**config.mk**
```make
export PLATFORM = sky130hd
export DESIGN_NAME = iofb_flag_bank
export DESIGN_NICKNAME = d
export VERILOG_FILES = /design/src/iofb_pkg.sv /design/src/iofb_flag_bank.sv
export SDC_FILE = /design/constraint.sdc
export NUM_CORES = 1
export LEC_CHECK = 0
export BUFFER_PORTS_ARGS = -buffer_cell sky130_fd_sc_hd__buf_2
export CORE_UTILIZATION = 50
export DETAILED_ROUTE_END_ITERATION = 7
export HOLD_SLACK_MARGIN = 0.08
export PLACE_DENSITY = 0.81
export SLEW_MARGIN = 20
export SYNTH_ARGS = -nofsm -noshare
export SYNTH_HDL_FRONTEND = slang
export SYNTH_SLANG_ARGS = --single-unit
```
**constraint.sdc**
```tcl
create_clock -name clk -period 4.7 [get_ports clk]
set_input_delay 0.235 -clock clk [delete_from_list [all_inputs] [get_ports clk]]
set_output_delay 0.235 -clock clk [all_outputs]
set_load 0.01 [all_outputs]
```
**src/iofb_pkg.sv**
```systemverilog
// Package of constants and types for the I/O status flag bank
package iofb_pkg;

  // ==========================================================================
  // Flag bit positions
  // ==========================================================================
  localparam int FLAG_W = 16;
  localparam int B_HS3_GND = 0;
  localparam int B_HS2_GND = 1;
  localparam int B_PARITY = 2;
  localparam int B_SEL_LONG = 3;
  localparam int B_SUP2_LOW = 4;
  localparam int B_SUP1_HIGH = 5;
  localparam int B_HS0_THERM = 6;
  localparam int B_WDOG_HALF = 7;
  localparam int B_WAKE_13 = 8;
  localparam int B_WAKE_02 = 9;
  localparam int B_SER_WAKE = 10;
  localparam int B_FORCED_WAKE = 11;
  localparam int B_INT_TMO = 12;
  localparam int B_LP_OFF = 13;
  localparam int B_RST_REQ = 14;
  localparam int B_DEBUG_LEAVE = 15;

  // Flags that need the fault gone before a read may clear them
  localparam logic [15:0] COND_MASK = 16'h0073;

  // ==========================================================================
  // Register map (word offsets as byte addresses)
  // ==========================================================================
  localparam int ADDR_W = 8;
  localparam logic [7:0] OFS_STATUS = 8'h00;
  localparam logic [7:0] OFS_MASK = 8'h04;
  localparam logic [7:0] OFS_LIVE = 8'h08;
  localparam logic [7:0] OFS_WDOG = 8'h0C;
  localparam logic [15:0] MASK_RST = 16'h0000;
  localparam logic [15:0] WDOG_RST = 16'h0100;

  // ==========================================================================
  // Timing
  // ==========================================================================
  localparam int CLK_HZ = 40000000;
  localparam int SEL_LONG_US = 2000;
  localparam int SEL_LONG_CYC = (CLK_HZ / 1000000) * SEL_LONG_US;
  localparam int SEL_CNT_W = 17;

  // State of the bank
  typedef struct packed {
    logic [15:0] flags;
    logic [15:0] mask;
    logic [15:0] wdog_period;
    logic [31:0] rdata;
    logic [16:0] sel_cnt;
    logic sel_long_done;
    logic [15:0] wdog_cnt;
    logic wdog_half_done;
    logic [1:0] sel_sync;
    logic [2:0] debug_sync;
    logic [7:0] fault_s1;
    logic [7:0] fault_s2;
  } iofb_state_t;

endpackage : iofb_pkg

```
**src/iofb_flag_bank.sv**
```systemverilog
// I/O, supply, serial, wake and mode-history sticky flag bank
`timescale 1ns/10ps
module iofb_flag_bank
  import iofb_pkg::*;
(
  input wire logic clk,
  input wire logic reset,
  input wire logic [7:0] addr,
  input wire logic [31:0] wdata,
  input wire logic wr_stb,
  input wire logic rd_stb,
  output logic [31:0] rdata,
  output logic irq,
  input wire logic serial_flag_read,
  input wire logic hs3_gnd_fault,
  input wire logic hs2_gnd_fault,
  input wire logic second_supply_low,
  input wire logic first_supply_high,
  input wire logic hs0_thermal_fault,
  input wire logic serial_select_n,
  input wire logic debug_entry_pin,
  input wire logic parity_err_pulse,
  input wire logic prog_mode,
  input wire logic wdog_restart,
  input wire logic wake_13_pulse,
  input wire logic wake_02_pulse,
  input wire logic serial_wake_pulse,
  input wire logic low_power_regulator_on,
  input wire logic forced_wakeup_pulse,
  input wire logic int_timeout_pulse,
  input wire logic low_power_regulator_off,
  input wire logic reset_cmd_pulse,
  input wire logic debug_mode,
  output logic [15:0] flags
);

  iofb_state_t q;
  iofb_state_t d;
  logic [15:0] set_ev;
  logic [15:0] live;
  logic flag_read;

  // Address decode helper
  function automatic logic hit(input logic [7:0] a, input logic [7:0] ofs);
    hit = (a == ofs);
  endfunction : hit

  // ==========================================================================
  // Event collection
  // ==========================================================================
  // Live fault levels, after two-stage synchronisers
  always_comb
  begin
    live = '0;
    live[B_HS3_GND] = q.fault_s2[0];
    live[B_HS2_GND] = q.fault_s2[1];
    live[B_SUP2_LOW] = q.fault_s2[2];
    live[B_SUP1_HIGH] = q.fault_s2[3];
    live[B_HS0_THERM] = q.fault_s2[4];
  end

  // A serial group read and a status register read clear alike
  assign flag_read = serial_flag_read | (rd_stb & hit(addr, OFS_STATUS));

  // Set sources for each flag
  always_comb
  begin
    set_ev = live;
    set_ev[B_PARITY] = parity_err_pulse;
    set_ev[B_SEL_LONG] = (q.sel_cnt == 17'(SEL_LONG_CYC)) & ~q.sel_long_done;
    set_ev[B_WDOG_HALF] = prog_mode & ~q.wdog_half_done
      & (q.wdog_cnt > {1'b0, q.wdog_period[15:1]});
    set_ev[B_WAKE_13] = wake_13_pulse;
    set_ev[B_WAKE_02] = wake_02_pulse;
    set_ev[B_SER_WAKE] = serial_wake_pulse & low_power_regulator_on;
    set_ev[B_FORCED_WAKE] = forced_wakeup_pulse;
    set_ev[B_INT_TMO] = int_timeout_pulse;
    set_ev[B_LP_OFF] = low_power_regulator_off;
    set_ev[B_RST_REQ] = reset_cmd_pulse;
    // Falling pin edge, seen between the second and third stages
    set_ev[B_DEBUG_LEAVE] = debug_mode & q.debug_sync[2] & ~q.debug_sync[1];
  end

  // ==========================================================================
  // Next state
  // ==========================================================================
  always_comb
  begin
    d = q;
    d.fault_s1 = {3'b000, hs0_thermal_fault, first_supply_high, second_supply_low,
      hs2_gnd_fault, hs3_gnd_fault};
    d.fault_s2 = q.fault_s1;
    d.sel_sync = {q.sel_sync[0], serial_select_n};
    // Third stage only serves the edge detector, never the first stage
    d.debug_sync = {q.debug_sync[1:0], debug_entry_pin};
    // Select-low timer, saturating at the threshold
    if (q.sel_sync[1])
    begin
      d.sel_cnt = '0;
      d.sel_long_done = 1'b0;
    end
    else if (q.sel_cnt != 17'(SEL_LONG_CYC))
    begin
      d.sel_cnt = q.sel_cnt + 17'd1;
    end
    else
    begin
      d.sel_long_done = 1'b1;
    end
    // Watchdog elapsed counter in programming mode
    if (!prog_mode || wdog_restart)
    begin
      d.wdog_cnt = '0;
      d.wdog_half_done = 1'b0;
    end
    else if (q.wdog_cnt != 16'hFFFF)
    begin
      d.wdog_cnt = q.wdog_cnt + 16'h0001;
    end
    if (set_ev[B_WDOG_HALF])
    begin
      d.wdog_half_done = 1'b1;
    end
    // Read clears; a held fault or new event keeps the flag set
    if (flag_read)
    begin
      d.flags = set_ev | (q.flags & COND_MASK & live);
    end
    else
    begin
      d.flags = q.flags | set_ev;
    end
    // Register writes
    if (wr_stb && hit(addr, OFS_MASK))
    begin
      d.mask = wdata[15:0];
    end
    if (wr_stb && hit(addr, OFS_WDOG))
    begin
      d.wdog_period = wdata[15:0];
    end
    // Read data, held one cycle only
    d.rdata = '0;
    if (rd_stb)
    begin
      case (addr)
        OFS_STATUS: d.rdata = {16'h0000, q.flags};
        OFS_MASK: d.rdata = {16'h0000, q.mask};
        OFS_LIVE: d.rdata = {16'h0000, live};
        OFS_WDOG: d.rdata = {16'h0000, q.wdog_period};
        default: d.rdata = '0;
      endcase
    end
    if (reset)
    begin
      d = '0;
      d.sel_sync = 2'b11;
      d.mask = MASK_RST;
      d.wdog_period = WDOG_RST;
    end
  end

  // ==========================================================================
  // State register
  // ==========================================================================
  always_ff @(posedge clk)
  begin
    q <= d;
  end

  // Outputs come from the state register only; irq ORs the masked flags
  assign rdata = q.rdata;
  assign flags = q.flags;
  assign irq = |(q.flags & q.mask);
endmodule : iofb_flag_bank

```
==> reports/qor.txt, run 1 <==
Root Buffer Master -> sky130_fd_sc_hd__clkbuf_8
Count of buffers inserted at the top-level ports -> 80
Number of diodes -> 0
Multi-input gate area -> 2490 sq um
Max-slew headroom at the worst pin -> 0.494
Cells after DPL -> 729
Minimum clock period -> 2.20 ns
R2r setup slk -> 2.61 ns
Number of vias per cell after detailed routing -> 5.53
Critical Path Source Type -> flop
Core Rows -> 37
RSZ-0062 raised after global routing -> false
Number of flops mapped to enable cells by yosys -> 0
Tot GR Track Use -> 0.243
WHS -> 0.106 ns
DRT iter0 DRCs -> 265
Buffers from clock root to sink, at most -> 2
Placed instance area -> 5440 sq um
DRC violation count after routing -> 0
Power dissipated by switching net loads -> 0.000522 W
Cts repair resizes -> 0
Total Die Area -> 10900 sq um
Post-synthesis register bit count -> 114
Global route total overflow -> 0
DRT Wirelength -> 12.7 mm
Sequential cell area -> 2280 sq um
WP data required -> 4.47 ns
Number of global-route vias before repair -> 4413
Setup CP Type -> reg2out
Layout overhead on the synthesized area -> 21.2%
Share of the yosys chip area belonging to registers -> 0.435
Number of fillers in the final layout -> 759
Portion of synthesized cell area occupied by the leading cell type -> 0.435
Ratio of cells with drive above 1 in the final layout -> 0.202
Initial core utilization -> 0.513
Initial antenna violation count -> 0
Endpoint class of the critical path -> output port
Mean area per synthesized cell -> 9.31 sq um
Synthesized netlist cell count -> 564
Number of pins exceeding their max-slew limit in the final report -> 0
1st-pass router iterations -> 5
Max-cap check violation count -> 0
Number of nets in the finished design -> 727
Clock insertion delay at the later pin of the skew report -> 0.51 ns
Hold Fails Final Rpt -> 0
Arrival time of data at the critical path endpoint -> 1.96 ns
Clock-pin slew on the worst setup and hold paths -> 0.06 ns
Final cell count without fillers -> 794
Area of the mapped netlist -> 5250 sq um
Worst-margin pin slew -> 0.757 ns
Global placer's final weighted congestion -> 0.836
Final setup violation count -> 0
Power per cell area -> 373 nW/um^2
Fraction of power consumed by combinational cells -> 0.049
Syn. warnings -> 0
Leading area contributor after synthesis -> sky130_fd_sc_hd__dfxtp_1
Worst clock skew on the final layout -> 0.00467 ns
Maximum fanout encountered on the critical timing path -> 4
Detailed placer's ending HPWL -> 7.80 mm
Highest clock rate -> 455 MHz
TritonCTS clock tree -> done
Area contributors post-synth -> sky130_fd_sc_hd__dfxtp_1 (43%), sky130_fd_sc_hd__mux2i_1 (8.8%), sky130_fd_sc_hd__nor2_1 (7.3%), sky130_fd_sc_hd__buf_4 (7.0%), sky130_fd_sc_hd__ha_1 (4.3%)
Kind of path behind the tightest hold check -> in2reg
Pint -> 0.00186 W
Wirelength per Cell -> 16.1 um
CTS Sinks -> 114
Share of total power consumed by net switching -> 0.219
Share of flip-flops with an asynchronous set or reset after synthesis -> 0
Summed area of non-filler cells in the final layout -> 6370 sq um
Overall die width -> 104 um
Most used DFF post-synth -> sky130_fd_sc_hd__dfxtp_1
I/O pin count -> 113
Part of the total power dissipated in sequential elements -> 0.417
Total number of vias -> 4387
Pin count of the biggest net entering global routing -> 64
Depth of the worst hold-timing path -> 5
Leak pwr -> 2.82 nW
Worst vdd ir -> 0.000351 V
Sum Neg Setup Slack -> 0 ns
Final period util -> 0.468
Floorplan Core Area -> 10200 sq um
Number of routed nets with antenna violations -> 0
TritonCTS buffer count -> 17
First-pass GRT wire length -> 20.9 mm
Unique masters post-synth -> 54
Run status -> completed
R2R cell count -> 7
H-Tree Level Count -> 4
Y dimension of the die -> 104 um
Clk pwr share -> 0.534
[per-stage QoR]
stage                     setup WS [ns]  utilization  total power, W
after global routing               2.45        0.622         0.00244
after CTS                          2.55        0.622         0.00238
after floorplan                    2.98            -         0.00108
after global placement             2.62        0.532         0.00110
after detailed placement           2.57        0.532         0.00110
final                              2.50        0.622         0.00238
[cells in the final DEF (no fill, tap or decap), types with 3 or more instances in the layout]
master / instances
sky130_fd_sc_hd__o21ai_0: 8
sky130_fd_sc_hd__clkinvlp_4: 5
sky130_fd_sc_hd__or3_1: 3
sky130_fd_sc_hd__mux4_2: 5
sky130_fd_sc_hd__or4_1: 3
sky130_fd_sc_hd__nor2_1: 102
sky130_fd_sc_hd__ha_1: 18
sky130_fd_sc_hd__a22o_1: 4
sky130_fd_sc_hd__nand2_1: 17
sky130_fd_sc_hd__and3_1: 3
sky130_fd_sc_hd__dlygate4sd3_1: 33
sky130_fd_sc_hd__buf_4: 3
sky130_fd_sc_hd__dfxtp_1: 114
sky130_fd_sc_hd__xnor2_1: 7
sky130_fd_sc_hd__a31oi_1: 3
sky130_fd_sc_hd__conb_1: 16
sky130_fd_sc_hd__a21oi_1: 35
sky130_fd_sc_hd__nand3_1: 13
sky130_fd_sc_hd__and4_1: 5
sky130_fd_sc_hd__or2_2: 4
sky130_fd_sc_hd__mux2i_1: 46
sky130_fd_sc_hd__clkbuf_16: 16
sky130_fd_sc_hd__a21o_1: 4
sky130_fd_sc_hd__nand4_1: 7
sky130_fd_sc_hd__o31ai_1: 3
sky130_fd_sc_hd__inv_1: 22
sky130_fd_sc_hd__a221oi_1: 5
sky130_fd_sc_hd__clkinv_2: 3
sky130_fd_sc_hd__nor2b_1: 19
sky130_fd_sc_hd__buf_2: 80
sky130_fd_sc_hd__bufinv_16: 3
sky130_fd_sc_hd__xor2_1: 13
[routing by layer]
layer	up-vias	routed length, um	GRT usage
li1	2041	-	-
met1	2097	5160	0.282
met2	198	6480	0.424
met3	51	745	0.0652
met4	0	357	0.0980
met5	-	0	0
[power groups by stage]
stage / registers, W / logic, W / clock network, W
floorplan: 0.00101 / 0.0000720 / 0
global placement: 0.00101 / 0.0000900 / 0
detailed placement: 0.00101 / 0.0000915 / 0
CTS: 0.000990 / 0.000114 / 0.00128
global route: 0.000991 / 0.000127 / 0.00133
finish: 0.000991 / 0.000117 / 0.00127
[kinds of logic (layout without fill, tap and decap cells)]
group,after synthesis,after routing,synth area share
DFF,114,114,0.435
buffers and inverters,91,170,0.103
other,1,16,0.000714
adders and majority gates,18,18,0.0429
AOI/OAI and AO/OA,74,74,0.0905
xor gates and xnor gates,20,20,0.0334
muxes,51,51,0.109
and+or+nand+nor,195,195,0.186
[synth_stat cells, types with 4 or more instances]
| cell | number |
|---|---|
| sky130_fd_sc_hd__buf_4 | 49 |
| sky130_fd_sc_hd__nor2b_1 | 19 |
| sky130_fd_sc_hd__or2_2 | 4 |
| sky130_fd_sc_hd__a21o_1 | 4 |
| sky130_fd_sc_hd__mux4_2 | 5 |
| sky130_fd_sc_hd__a22o_1 | 4 |
| sky130_fd_sc_hd__nand2_1 | 17 |
| sky130_fd_sc_hd__xor2_1 | 13 |
| sky130_fd_sc_hd__clkbuf_1 | 13 |
| sky130_fd_sc_hd__nand3_1 | 13 |
| sky130_fd_sc_hd__a21oi_1 | 35 |
| sky130_fd_sc_hd__nor2_1 | 102 |
| sky130_fd_sc_hd__xnor2_1 | 7 |
| sky130_fd_sc_hd__o21ai_0 | 8 |
| sky130_fd_sc_hd__and4_1 | 5 |
| sky130_fd_sc_hd__inv_1 | 22 |
| sky130_fd_sc_hd__mux2i_1 | 46 |
| sky130_fd_sc_hd__dfxtp_1 | 114 |
| sky130_fd_sc_hd__a221oi_1 | 5 |
| sky130_fd_sc_hd__nand4_1 | 7 |
| sky130_fd_sc_hd__ha_1 | 18 |
| sky130_fd_sc_hd__buf_2 | 5 |
[timing repair]
action,4_1_cts,5_1_grt
setup buffers,0,0
hold endpoints to repair,48,0
hold buffers,33,0
setup endpoints to repair,0,0
[state kept, by name (all words and copies together) (netlist names)]
signal  flops
live        5
q          77
flags      16
rdata      16
[path summary, 6_finish.rpt]
check / from / end
min: debug_mode / flags[15]$_SDFF_PP0_
max reg2reg: q[103]$_SDFFE_PP0P_ / flags[7]$_SDFF_PP0_
max: flags[11]$_SDFF_PP0_ / irq
min reg2reg: q[19]$_SDFF_PP1_ / q[20]$_SDFF_PP1_
[final cells by class]
class / instances / share of cell area
multi-input combinational: 374 / 0.391
sequential: 114 / 0.358
inverter: 22 / 0.0130
timing repair buffer: 116 / 0.118
clock inverter: 13 / 0.0252
clock buffer: 19 / 0.0678
tap: 136 / 0.0267
[worst max-delay path, cell delays in order, from the launching register on]
cell and delay [ns]:
sky130_fd_sc_hd__dfxtp_1 0.34, sky130_fd_sc_hd__a22o_1 0.25, sky130_fd_sc_hd__a221oi_1 0.51, sky130_fd_sc_hd__nand4_1 0.18
sky130_fd_sc_hd__buf_2 0.18
Note: power is estimated with default switching activity, not from simulation.
==> run 2, diff against run 1 <==
--- a/config.mk
+++ b/config.mk
@@ -6,10 +6,10 @@
 export NUM_CORES = 1
 export LEC_CHECK = 0
 export BUFFER_PORTS_ARGS = -buffer_cell sky130_fd_sc_hd__buf_2
-export CORE_UTILIZATION = 50
+export CORE_UTILIZATION = 49
 export DETAILED_ROUTE_END_ITERATION = 7
 export HOLD_SLACK_MARGIN = 0.08
-export PLACE_DENSITY = 0.81
+export PLACE_DENSITY = 0.83
 export SLEW_MARGIN = 20
 export SYNTH_ARGS = -nofsm -noshare
 export SYNTH_HDL_FRONTEND = slang
==> constraint.sdc (replaced) <==
create_clock -name clk -period 1.8 [get_ports clk]
set_input_delay 0.09 -clock clk [delete_from_list [all_inputs] [get_ports clk]]
set_output_delay 0.09 -clock clk [all_outputs]
set_load 0.01 [all_outputs]
==> reports/qor.txt, run 2 (same netlist as run 1, synthesis figures left out) <==
Pint -> 0.00489 W (+160%)
1st-pass router iterations -> 5 (unchanged)
DRT Wirelength -> 15.4 mm (+21%)
Final cell count without fillers -> 828 (+4.3%)
Endpoint class of the critical path -> flop
R2R cell count -> 7 (unchanged)
RSZ-0062 raised after global routing -> true
Minimum clock period -> 1.88 ns
Initial core utilization -> 0.506 (-0.00687)
Most used cells in the layout excluding fill and tap cells -> sky130_fd_sc_hd__dfxtp_1 (105), sky130_fd_sc_hd__nor2_1 (101), sky130_fd_sc_hd__buf_2 (80)
Arrival time of data at the critical path endpoint -> 2.35 ns (+0.39 ns)
Global placer's final weighted congestion -> 0.876 (+4.8%)
Number of diodes -> 0 (unchanged)
Pin count of the biggest net entering global routing -> 43 (-33%)
Run status -> finished with violations
Pre-CTS worst setup slack -> -0.0276 ns (-2.60 ns)
Worst clock skew on the final layout -> 0.00590 ns (+0.00124 ns)
Summed area of non-filler cells in the final layout -> 6830 sq um (+7.3%)
Worst-margin pin slew -> 0.556 ns (-0.202 ns)
DRC violation count after routing -> 0 (unchanged)
DRT iter0 DRCs -> 421 (+59%)
Number of nets in the finished design -> 761 (+4.7%)
Clock insertion delay at the later pin of the skew report -> 0.53 ns (+0.02 ns)
Number of flip-flops under the largest register name -> 77 (unchanged)
Cells after DPL -> 742 (+1.8%)
Worst vdd ir -> 0.000925 V (+160%)
Hold Fails Final Rpt -> 0 (unchanged)
Share of total power consumed by net switching -> 0.234 (+0.0142)
Commonest non-fill, non-tap cell in the layout -> sky130_fd_sc_hd__dfxtp_1
Depth of the worst hold-timing path -> 5 (unchanged)
Detailed placer's ending HPWL -> 8.51 mm (+9.2%)
Final setup violation count -> 3 (+3)
Final period util -> 1.04
Highest clock rate -> 533 MHz
I/O pin count -> 113 (unchanged)
Fraction of power consumed by combinational cells -> 0.054 (+0.005)
TritonCTS clock tree -> done
Wirelength per Cell -> 18.6 um (+16%)
Final setup margin -> -0.0753 ns (-2.58 ns)
Total Die Area -> 11100 sq um (+2.0%)
Capture point of the worst path -> flags[7]$_SDFF_PP0_
Buffers from clock root to sink, at most -> 2 (unchanged)
Global route total overflow -> 0 (unchanged)
Number of global-route vias before repair -> 4690 (+6.3%)
H-Tree Level Count -> 4 (unchanged)
WP data required -> 2.27 ns (-2.20 ns)
Count of buffers inserted at the top-level ports -> 80 (unchanged)
Number of routed nets with antenna violations -> 0 (unchanged)
Number of pins exceeding their max-slew limit in the final report -> 0 (unchanged)
Post-layout util -> 0.658 (+0.0362)
Power dissipated by switching net loads -> 0.00149 W (+190%)
Most flops, register -> q
CTS Sinks -> 114 (unchanged)
Critical Path Source Type -> flop
First-pass GRT wire length -> 22.9 mm (+9.6%)
Overall die width -> 106 um (+1.0%)
FF-to-FF End -> flags[7]$_SDFF_PP0_
Maximum fanout encountered on the critical timing path -> 3 (-1)
Setup CP Type -> reg2reg
Launch instance of the worst register-to-register path -> q[97]$_SDFFE_PP0P_
Number of fillers in the final layout -> 710 (-6.5%)
Total number of vias -> 4725 (+7.7%)
Tot GR Track Use -> 0.267 (+0.0232)
Root Buffer Master -> sky130_fd_sc_hd__clkbuf_8
Core Rows -> 37 (unchanged)
TritonCTS buffer count -> 17 (unchanged)
Ratio of cells with drive above 1 in the final layout -> 0.259 (+0.0565)
R2r setup slk -> -0.08 ns (-2.69 ns)
Kind of path behind the tightest hold check -> in2reg
Part of the total power dissipated in sequential elements -> 0.406 (-0.011)
Max-cap check violation count -> 0 (unchanged)
Leak pwr -> 3.02 nW (+7.0%)
WHS -> 0.117 ns (+0.0102 ns)
Y dimension of the die -> 106 um (+1.0%)
Number of vias per cell after detailed routing -> 5.71 (+3.3%)
Max-slew headroom at the worst pin -> 0.624 (+0.131)
Startpoint of the worst setup timing path -> q[97]$_SDFFE_PP0P_
Initial antenna violation count -> 0 (unchanged)
Placed instance area -> 5550 sq um (+2.0%)
Layout overhead on the synthesized area -> 30.0%
Clock-pin slew on the worst setup and hold paths -> 0.06 ns (about the same)
Floorplan Core Area -> 10400 sq um (+1.4%)
Power per cell area -> 934 nW/um^2 (+150%)
Clk pwr share -> 0.540 (+0.006)
Failing checks -> setup timing
## run 2: cell types whose count changed in the layout (fill, tap and decap cells not counted), sizes merged
cell	previous run	this run
buf	83	104
clkbuf	19	18
clkinv	4	5
clkinvlp	5	3
dlygate4sd3	33	46
inv	23	25
## run 2: layout make-up
| type | instances | area [sq um] | area share |
|---|---|---|---|
| Multi-Input combinational cell | 374 | 2620 | 0.384 |
| Sequential cell | 114 | 2290 | 0.336 |
| Inverter | 22 | 82.6 | 0.0121 |
| Tap cell | 136 | 170 | 0.0249 |
| Timing Repair Buffer | 150 | 1050 | 0.154 |
| Clock inverter | 14 | 179 | 0.0262 |
| Clock buffer | 18 | 428 | 0.0627 |
## run 2: worst min path at each step
| stage | startpoint | to |
|---|---|---|
| 2_1_floorplan | serial_select_n | q[19]$_SDFF_PP1_ |
| 3_3_place_gp | serial_select_n | q[19]$_SDFF_PP1_ |
| 3_5_place_dp | serial_select_n | q[19]$_SDFF_PP1_ |
| 4_1_cts | addr[2] | rdata[15]$_SDFF_PP0_ |
| 5_1_grt | wr_stb | q[101]$_SDFFE_PP0P_ |
| 6_report | wr_stb | q[93]$_SDFFE_PP0P_ |
## run 2: power groups by stage
stage | Clock [W] | Sequential [W] | Combinational (W)
2_1_floorplan | 0 | 0.00263 | 0.000188
3_3_place_gp | 0 | 0.00264 | 0.000244
3_5_place_dp | 0 | 0.00264 | 0.000250
4_1_cts | 0.00343 | 0.00259 | 0.000325
5_1_grt | 0.00358 | 0.00259 | 0.000365
6_report | 0.00345 | 0.00259 | 0.000342
## run 2: timing repair
action                                  in CTS  in global routing
resized for setup                            6                 23
endpoints found under the hold margin       77                  0
hold buffers                                46                  0
gates cloned                                 0                  0
endpoints found under the setup margin       5                 17
pin swaps                                    5                 10
setup buffers                                1                  7
## run 2: worst max-delay path, stage by stage (launching register included)
cell and delay, ns:
sky130_fd_sc_hd__dfxtp_1 0.37, sky130_fd_sc_hd__inv_1 0.06, sky130_fd_sc_hd__ha_1 0.31, sky130_fd_sc_hd__nand4_1 0.20
sky130_fd_sc_hd__nor4_4 0.32, sky130_fd_sc_hd__o21ai_0 0.13, sky130_fd_sc_hd__a31oi_1 0.26, sky130_fd_sc_hd__a31o_2 0.17
## run 2: per-stage QoR
stage          setup TNS, ns  total power [W]
2_1_floorplan              0          0.00282
3_3_place_gp               0          0.00288
3_5_place_dp         -0.0407          0.00289
4_1_cts              -0.0172          0.00634
5_1_grt               -0.382          0.00653
6_report              -0.186          0.00638
## run 2: per-layer routing
| layer | vias to the layer above | share of wire | GRT usage | wire length (um) |
|---|---|---|---|---|
| met5 | - | 0 | 0 | 0 |
| met4 | 0 | 0.041 | 0.124 | 634 |
| met3 | 64 | 0.069 | 0.0816 | 1060 |
| met2 | 258 | 0.52 | 0.473 | 8070 |
| met1 | 2298 | 0.37 | 0.290 | 5650 |
| li1 | 2105 | - | - | - |
